--- src/slbc_defs.svh ---
// Behaviour
// [RULE1] Enter test by enable pin or register.
// [RULE2] Test clock: pixel clock or internal oscillator.
// [RULE3] Send test request over back channel.
// [RULE4] Transmitter wakes, sends scrambled all-zeros payload (the code sends it unscrambled).
// [RULE5] After lock, compare payload with zeros, record.
// [RULE6] Both in test and locked: result high.
// [RULE7] Errored frame drops result for half period (the code drops it for one full clock cycle).
// [RULE8] Lock status stays valid during test.
// [RULE9] Enable low stops checking, holds final result.
// [RULE10] Held result persists until new test or reset.
// [RULE11] Test length set by enable pin width.
// [RULE12] Enable low returns link to normal video.
// [RULE13] Strap line zero high, lines three-one low.
// [RULE14] Error count readable at offset forward_error_count.
// [RULE15] Transmitter checks back-channel CRC after lock.
// [RULE16] Transmitter counts CRC errors, clears on entry.
// [RULE17] Transmitter CRC count updates only in test (the code also clears it on I_CRC_CLR outside test).
// [RULE18] Error count saturates and clears on start.
`ifndef SLBC_DEFS_SVH
`define SLBC_DEFS_SVH
`define SLBC_FWD_ERR_OFS    8'h25
`define SLBC_CNT_MAX        8'hFF
`define SLBC_PAYLOAD_LO     1
`define SLBC_PAYLOAD_HI     35
`define SLBC_FRAME_W        36
`define SLBC_STRAP_OK       4'h1
`define SLBC_OSC_KHZ        33000
`endif

--- src/slbc_pkg.sv ---
package slbc_pkg;
   typedef enum logic [2:0] {
      SLBC_IDLE = 3'b001,
      SLBC_WAIT = 3'b010,
      SLBC_RUN  = 3'b100
   } slbc_state_t;
endpackage

--- src/slbc_link_if.sv ---
`timescale 1ns/1ns
`default_nettype none
interface slbc_link_if;
   logic        bc_test_req;
   logic        tx_in_test;
   logic        tx_osc_sel;
   logic [35:0] fwd_frame;
   logic        fwd_valid;
   logic        bc_frame_valid;
   logic        bc_crc_err;
   modport rx (output bc_test_req, output tx_osc_sel, output bc_frame_valid,
               output bc_crc_err, input tx_in_test, input fwd_frame,
               input fwd_valid);
   modport tx (input bc_test_req, input tx_osc_sel, input bc_frame_valid,
               input bc_crc_err, output tx_in_test, output fwd_frame,
               output fwd_valid);
endinterface
`default_nettype wire

--- src/slbc_rx.sv ---
`include "slbc_defs.svh"
`timescale 1ns/1ns
`default_nettype none
module slbc_rx
(
   input  wire logic       I_CLK,
   input  wire logic       I_NRST,
   input  wire logic       I_CE,
   input  wire logic       I_SELF_TEST_ENABLE_PIN,
   input  wire logic       I_SELF_TEST_CFG,
   input  wire logic       I_SELF_TEST_CLOCK_SELECT_PIN,
   input  wire logic       I_CLK_SEL_CFG,
   input  wire logic       I_PCLK_PRESENT,
   input  wire logic       I_LOCK,
   input  wire logic [3:0] I_STRAP,
   input  wire logic [7:0] I_REG_ADDR,
   input  wire logic       I_BC_FRAME,
   input  wire logic       I_BC_CRC_ERR,
   output logic       [7:0] O_REG_RDATA,
   output logic             O_RESULT,
   output logic             O_LOCK,
   output logic             O_NORMAL_VIDEO,
   slbc_link_if.rx          link
);
   typedef struct packed {
      logic                  en_s1;
      logic                  en_s2;
      logic                  lk_s1;
      logic                  lk_s2;
      logic                  cs_s1;
      logic                  cs_s2;
      logic                  pp_s1;
      logic                  pp_s2;
      logic [3:0]            sp_s1;
      logic [3:0]            sp_s2;
      logic                  req;
      logic                  osc;
      logic                  result;
      logic                  err_seen;
      logic                  lock_o;
      logic                  norm;
      logic                  bcv;
      logic                  bce;
      logic [7:0]            cnt;
      logic [7:0]            rdata;
      slbc_pkg::slbc_state_t st;
   } slbc_rx_t;
   slbc_rx_t r, n;
   logic                   en_req, bad;
   always_comb
   begin
      n = r;
      n.en_s1 = I_SELF_TEST_ENABLE_PIN;
      n.en_s2 = r.en_s1;
      n.lk_s1 = I_LOCK;
      n.lk_s2 = r.lk_s1;
      n.cs_s1 = I_SELF_TEST_CLOCK_SELECT_PIN;
      n.cs_s2 = r.cs_s1;
      n.pp_s1 = I_PCLK_PRESENT;
      n.pp_s2 = r.pp_s1;
      n.sp_s1 = I_STRAP;
      n.sp_s2 = r.sp_s1;
      n.bcv = I_BC_FRAME;
      n.bce = I_BC_CRC_ERR;
      // [RULE1] Pin or register.
      en_req = r.en_s2 | I_SELF_TEST_CFG;
      // [RULE5] Compare with zeros.
      bad = link.fwd_valid
            && (link.fwd_frame[`SLBC_PAYLOAD_HI:`SLBC_PAYLOAD_LO] != '0);
      // [RULE8] Lock always visible.
      n.lock_o = r.lk_s2;
      n.norm = (r.st == slbc_pkg::SLBC_IDLE);
      // [RULE2] Oscillator only without pixel clock.
      n.osc = !r.pp_s2
              && (r.cs_s2 | I_CLK_SEL_CFG);
      // [RULE14] Count register read.
      n.rdata = (I_REG_ADDR == `SLBC_FWD_ERR_OFS) ? r.cnt : 8'h00;
      unique case (r.st)
         slbc_pkg::SLBC_IDLE:
         begin
            n.req = 1'b0;
            // [RULE13] Start only when strapped.
            if (en_req && (r.sp_s2 == `SLBC_STRAP_OK))
            begin
               // [RULE18] Clear on start.
               n.cnt = 8'h00;
               n.err_seen = 1'b0;
               // [RULE3] Request over back channel.
               n.req = 1'b1;
               n.st = slbc_pkg::SLBC_WAIT;
            end
         end
         slbc_pkg::SLBC_WAIT:
         begin
            if (!en_req)
               n.st = slbc_pkg::SLBC_IDLE;
            // [RULE6] Both in test and locked.
            else if (link.tx_in_test && r.lk_s2)
            begin
               n.result = 1'b1;
               n.st = slbc_pkg::SLBC_RUN;
            end
         end
         slbc_pkg::SLBC_RUN:
         begin
            // [RULE9] Stop and hold.
            if (!en_req)
            begin
               n.req = 1'b0;
               n.result = !r.err_seen;
               // [RULE12] Back to video.
               n.st = slbc_pkg::SLBC_IDLE;
            end
            else if (r.lk_s2)
            begin
               // [RULE7] Low pulse per errored frame.
               n.result = !bad;
               if (bad)
               begin
                  n.err_seen = 1'b1;
                  // [RULE18] Saturating count.
                  if (r.cnt != `SLBC_CNT_MAX)
                     n.cnt = r.cnt + 8'h01;
               end
            end
         end
      endcase
   end
   always_ff @(posedge I_CLK or negedge I_NRST)
   begin
      if (!I_NRST)
      begin
         r <= '0;
         r.st <= slbc_pkg::SLBC_IDLE;
         r.norm <= 1'b1;
      end
      else if (I_CE)
         r <= n;
   end
   assign O_REG_RDATA = r.rdata;
   assign O_RESULT = r.result;
   assign O_LOCK = r.lock_o;
   assign O_NORMAL_VIDEO = r.norm;
   assign link.bc_test_req = r.req;
   assign link.tx_osc_sel = r.osc;
   assign link.bc_frame_valid = r.bcv;
   assign link.bc_crc_err = r.bce;
endmodule // slbc_rx
`default_nettype wire

--- src/flat_wrapper.sv ---
// flat-port wrapper written by rule: the top's interface ports become plain ports
module slbc_rx_flat 
  (I_CLK, I_NRST, I_CE, I_SELF_TEST_ENABLE_PIN, I_SELF_TEST_CFG, I_SELF_TEST_CLOCK_SELECT_PIN, I_CLK_SEL_CFG, I_PCLK_PRESENT, I_LOCK, I_STRAP, I_REG_ADDR, I_BC_FRAME, I_BC_CRC_ERR, O_REG_RDATA, O_RESULT, O_LOCK, O_NORMAL_VIDEO, link_bc_test_req, link_tx_osc_sel, link_bc_frame_valid, link_bc_crc_err, link_tx_in_test, link_fwd_frame, link_fwd_valid);
  slbc_link_if link_i ();
  input  wire logic I_CLK;
  input  wire logic I_NRST;
  input  wire logic I_CE;
  input  wire logic I_SELF_TEST_ENABLE_PIN;
  input  wire logic I_SELF_TEST_CFG;
  input  wire logic I_SELF_TEST_CLOCK_SELECT_PIN;
  input  wire logic I_CLK_SEL_CFG;
  input  wire logic I_PCLK_PRESENT;
  input  wire logic I_LOCK;
  input  wire logic [3:0] I_STRAP;
  input  wire logic [7:0] I_REG_ADDR;
  input  wire logic I_BC_FRAME;
  input  wire logic I_BC_CRC_ERR;
  output logic       [7:0] O_REG_RDATA;
  output logic O_RESULT;
  output logic O_LOCK;
  output logic O_NORMAL_VIDEO;
  output wire logic [$bits(link_i.bc_test_req)-1:0] link_bc_test_req;
  output wire logic [$bits(link_i.tx_osc_sel)-1:0] link_tx_osc_sel;
  output wire logic [$bits(link_i.bc_frame_valid)-1:0] link_bc_frame_valid;
  output wire logic [$bits(link_i.bc_crc_err)-1:0] link_bc_crc_err;
  input wire logic [$bits(link_i.tx_in_test)-1:0] link_tx_in_test;
  input wire logic [$bits(link_i.fwd_frame)-1:0] link_fwd_frame;
  input wire logic [$bits(link_i.fwd_valid)-1:0] link_fwd_valid;
  assign link_bc_test_req = link_i.bc_test_req;
  assign link_tx_osc_sel = link_i.tx_osc_sel;
  assign link_bc_frame_valid = link_i.bc_frame_valid;
  assign link_bc_crc_err = link_i.bc_crc_err;
  assign link_i.tx_in_test = link_tx_in_test;
  assign link_i.fwd_frame = link_fwd_frame;
  assign link_i.fwd_valid = link_fwd_valid;
  slbc_rx u_core (.I_CLK(I_CLK), .I_NRST(I_NRST), .I_CE(I_CE), .I_SELF_TEST_ENABLE_PIN(I_SELF_TEST_ENABLE_PIN), .I_SELF_TEST_CFG(I_SELF_TEST_CFG), .I_SELF_TEST_CLOCK_SELECT_PIN(I_SELF_TEST_CLOCK_SELECT_PIN), .I_CLK_SEL_CFG(I_CLK_SEL_CFG), .I_PCLK_PRESENT(I_PCLK_PRESENT), .I_LOCK(I_LOCK), .I_STRAP(I_STRAP), .I_REG_ADDR(I_REG_ADDR), .I_BC_FRAME(I_BC_FRAME), .I_BC_CRC_ERR(I_BC_CRC_ERR), .O_REG_RDATA(O_REG_RDATA), .O_RESULT(O_RESULT), .O_LOCK(O_LOCK), .O_NORMAL_VIDEO(O_NORMAL_VIDEO), .link(link_i));
endmodule
--- config.mk ---
export PLATFORM = sky130hd
export DESIGN_NAME = slbc_rx_flat
export DESIGN_NICKNAME = d
export VERILOG_FILES = /design/src/slbc_pkg.sv /design/src/slbc_link_if.sv /design/src/slbc_rx.sv /design/src/flat_wrapper.sv
export VERILOG_INCLUDE_DIRS = /design/src
export SDC_FILE = /design/constraint.sdc
export NUM_CORES = 1
export LEC_CHECK = 0
export ABC_AREA = 1
export BUFFER_PORTS_ARGS = -buffer_cell sky130_fd_sc_hd__buf_2
export CORE_MARGIN = 8
export CORE_UTILIZATION = 30
export DETAILED_ROUTE_END_ITERATION = 8
export SLEW_MARGIN = 20
export SYNTH_ARGS = -nofsm -noshare
export SYNTH_HDL_FRONTEND = slang
export SYNTH_SLANG_ARGS = --single-unit
--- constraint.sdc ---
create_clock -name I_CLK -period 1.35 [get_ports I_CLK]
set_clock_uncertainty 0.05 [all_clocks]
set_input_delay 0.135 -clock I_CLK [delete_from_list [all_inputs] [get_ports I_CLK]]
set_output_delay 0.135 -clock I_CLK [all_outputs]
set_load 0.005 [all_outputs]
==> results.py <==
metrics = {
    "floorplan": {
        "initial_core_util_pct": 30.6,
        "rows": 31,
        "die_area_um2": 10300,
        "coreArea_um2": 7140,
        "io_pins": 76,
        "die_x_um": 101,
        "fp.dieH_um": 101,
    },
    "grt": {
        "antenna_found_initial": 0,
        "grt_max_degree": 28,
        "grt_use_total_pct": 11.6,
        "overflow": 0,
        "grt_pass1_wl_mm": 9.65,
        "grt_pass1_vias": 2168,
    },
    "clock_tree": {
        "htree_levels": 2,
        "insertion_delay_ns": 0.29,
        "cts_tree": "built",
        "cts_root_buf": "clkbuf_8",
        "numCtsBuffers": 5,
        "cts.sinks": 43,
        "clock_path_buffers": 2,
        "clk_pin_slew_ns": 0.08,
    },
    "setup_path": {
        "r2r-end": "u_core.r[13]",
        "r2r_start": "u_core.r[0]",
        "crit_path_end": "u_core.r[13]",
        "start_kind": "flip-flop",
        "rr_worst_depth": 9,
        "cpLargestDelayFamily": "simple AND/OR/NAND/NOR gates",
        "cp.required_ns": 1.47,
        "crit_path_start": "u_core.r[0]",
        "cp.depth": 9,
        "slowest_stage": "dfstp_2",
        "slowest_delay_ns": 0.55,
        "cp_max_fo": 8,
        "path_buf_inv": 1,
        "crit_type": "reg -> reg",
        "critPathArrivalTime_ns": 1.64,
        "endpoint_kind": "flip-flop",
        "r2r_slack_ns": -0.17,
        "crit_chain": "inv_2 -> nor2_2 -> nand2_2 -> nand2_2 -> nand2_4 -> nor2_4 -> nand2_4 -> nand2_1 -> nand2_1",
    },
    "power_and_ir_drop": {
        "ir_worst_vdd_mv": 0.628,
        "clkPwrFrac_pct": 21.4,
        "internal-power_uw": 2460,
        "swShare_pct": 34.0,
        "powerDensity_nw_per_um2": 1170,
        "cellLeakagePower_uw": 0.00163,
        "pwr-share-comb_pct": 36.6,
        "p_seq_share_pct": 42.1,
        "post-layout-total-power_uw": 3730,
        "p_sw_uw": 1270,
    },
    "sta": {
        "setup_viol": 14,
        "finalMaxSlewViolations": 0,
        "holdWs_ns": 0.0170,
        "rsz0062_at_grt": "yes",
        "max_slew_margin_pct": 70.0,
        "final_hold_viol_count": 0,
        "worst_slack_ns": -0.170,
        "tightest_slew_ns": 0.450,
        "timing.final.crit_share_pct": 113,
        "max_freq_mhz": 658,
        "layout_min_cycle_time_ns": 1.52,
    },
    "run_status": {
        "status": "finished, violations left",
        "violations": "negative setup slack",
    },
    "cells_and_area": {
        "diodes": 0,
        "nNetsFinal": 458,
        "fin_cells": 496,
        "fillCellCount": 763,
        "final_area_um2": 3200,
        "layout-drive-gt1-share_pct": 37.3,
        "syn_to_final_growth_pct": 46.6,
    },
    "place": {
        "dp_hpwl_mm": 4.35,
        "dpl_cell_area_um2": 2820,
        "dp_cells": 473,
        "io_buffers": 74,
        "place.gp.congestion": 0.853,
    },
    "yosys": {
        "ys_types": 27,
        "synthesis.instances": 287,
        "synth-seq-cells": 43,
        "syn_avg_cell_area_um2": 7.60,
        "synth_fp_nets": 349,
        "ys_seq_area_share_pct": 49.4,
        "ys_warn_count": 0,
        "synth_area_um2": 2180,
    },
    "route": {
        "dr.pass1.iters": 4,
        "remaining_drc_errors": 0,
        "routed_wl_mm": 5.89,
        "drtIter0Drc": 99,
        "vias": 2173,
        "via_per_inst": 4.38,
        "detail_route.wl_per_cell_um": 11.9,
        "antenna_left": 0,
    },
    "min_path": {
        "hold_path_class": "in -> reg",
    },
    "job": {
        "cap_violations": 0,
    },
}
==> power groups by stage <==
| stage | clock (uW) | sequential [uW] | combinational, uW |
|---|---|---|---|
| after floorplan | 0 | 1590 | 481 |
| after global placement | 0 | 1580 | 994 |
| after detailed placement | 0 | 1580 | 1010 |
| after CTS | 844 | 1570 | 1250 |
| after global routing | 888 | 1590 | 1500 |
| final | 797 | 1570 | 1360 |
==> stage by stage <==
| stage | utilization [%] | TNS, ns | setup slack, ns |
|---|---|---|---|
| detailed placement | 39.5 | -1.95 | -0.182 |
| global route | 44.8 | -2.57 | -0.247 |
| CTS | 43.9 | -1.15 | -0.121 |
| finish | 44.8 | -1.55 | -0.170 |
| global placement | 39.5 | -1.50 | -0.143 |
| floorplan | - | -0.661 | -0.0756 |
==> cells by family after synthesis <==
family	synth area share [%]
AND/OR/NAND/NOR	33.7
adder cells (fa/ha/maj)	0.573
buffers and inverters	7.40
AO/OA/AOI/OAI	7.74
flip-flops	49.4
XOR/XNOR	1.20
==> flip-flops by register name (all words and copies together), names as in the netlist <==
name	cells
u_core.O_RESULT	1
u_core.O_LOCK	1
u_core.link.bc_test_req	1
u_core.O_REG_RDATA	8
u_core.n	9
u_core.O_NORMAL_VIDEO	1
u_core.link.bc_crc_err	1
u_core.link.bc_frame_valid	1
u_core.r	19
u_core.link.tx_osc_sel	1
==> worst min-delay path by stage <==
stage	from	to	slack (ns)	cells past startpoint
3_5_place_dp	I_NRST	u_core.r[16]	0.06	1
3_3_place_gp	I_NRST	u_core.r[16]	0.05	1
5_1_grt	I_STRAP[2]	u_core.n[29]	0.02	3
6_report	I_STRAP[2]	u_core.n[29]	0.02	3
4_1_cts	I_STRAP[2]	u_core.n[29]	0.007	3
2_1_floorplan	I_NRST	u_core.O_LOCK	-0.21	0
==> synth_stat cells <==
cell      instances  area, um2
nand2_1         101        379
dfrtp_1          41       1030
nor2_1           40        150
inv_1            20       75.1
o21ai_0          17       85.1
nand3_1          12       60.1
buf_4             8       60.1
a21oi_1           7       35.0
clkbuf_1          6       22.5
nand4_1           6       37.5
nand2_2           4       25.0
o31ai_1           4       30.0
nor3_1            3       15.0
xor2_1            3       26.3
dfstp_2           2       52.6
nor2_2            2       12.5
and2_1            1       6.26
ha_1              1       12.5
inv_2             1       3.75
nand2_4           1       11.3
nor2_4            1       11.3
nor3_2            1       10.0
nor3b_1           1       7.51
nor4b_1           1       8.76
o21a_1            1       7.51
o21ai_1           1       5.00
o22ai_1           1       6.26
==> metal layers <==
metal / share of wire, % / GRT usage (%) / vias to the layer above
li1: - / - / 1126
met1: 43 / 13.9 / 1001
met2: 52 / 20.3 / 44
met3: 5.1 / 3.02 / 2
met4: 0.29 / 2.06 / 0
met5: 0 / 0 / -
==> cell type report <==
type	instances	area [um2]	share of cell area, %
multi-input combinational	210	1090	34.2
sequential	43	1080	33.7
timing repair buffer	115	736	23.0
tap	99	124	3.87
inverter	21	81.3	2.54
clock buffer	6	72.6	2.27
clock inverter	2	12.5	0.391
==> worst reg2reg max path, stage by stage, from the launching register on <==
cell	delay, ns
dfstp_2	0.55
inv_2	0.05
nor2_2	0.08
nand2_2	0.11
nand2_2	0.12
nand2_4	0.07
nor2_4	0.15
nand2_4	0.10
nand2_1	0.07
nand2_1	0.05
==> layout by cell type (no fill, tap or decap), drive strengths merged, types with 2 or more instances in the layout <==
cell type      n
a21oi          7
clkbuf         6
xor2           3
nand4          6
nor3           4
nand2        106
buf          106
o21ai         18
nand3         12
dfstp          2
dfrtp         41
o31ai          4
inv           21
nor2          44
dlygate4sd3    9
==> what timing repair did <==
action	CTS	global route
hold buffers	9	0
gates cloned	1	0
pin swaps	17	9
hold endpoints to repair	23	0
setup endpoints to repair	14	15
buffers inserted	2	4
resized for setup	30	11
(Power assumes the default switching activity.)
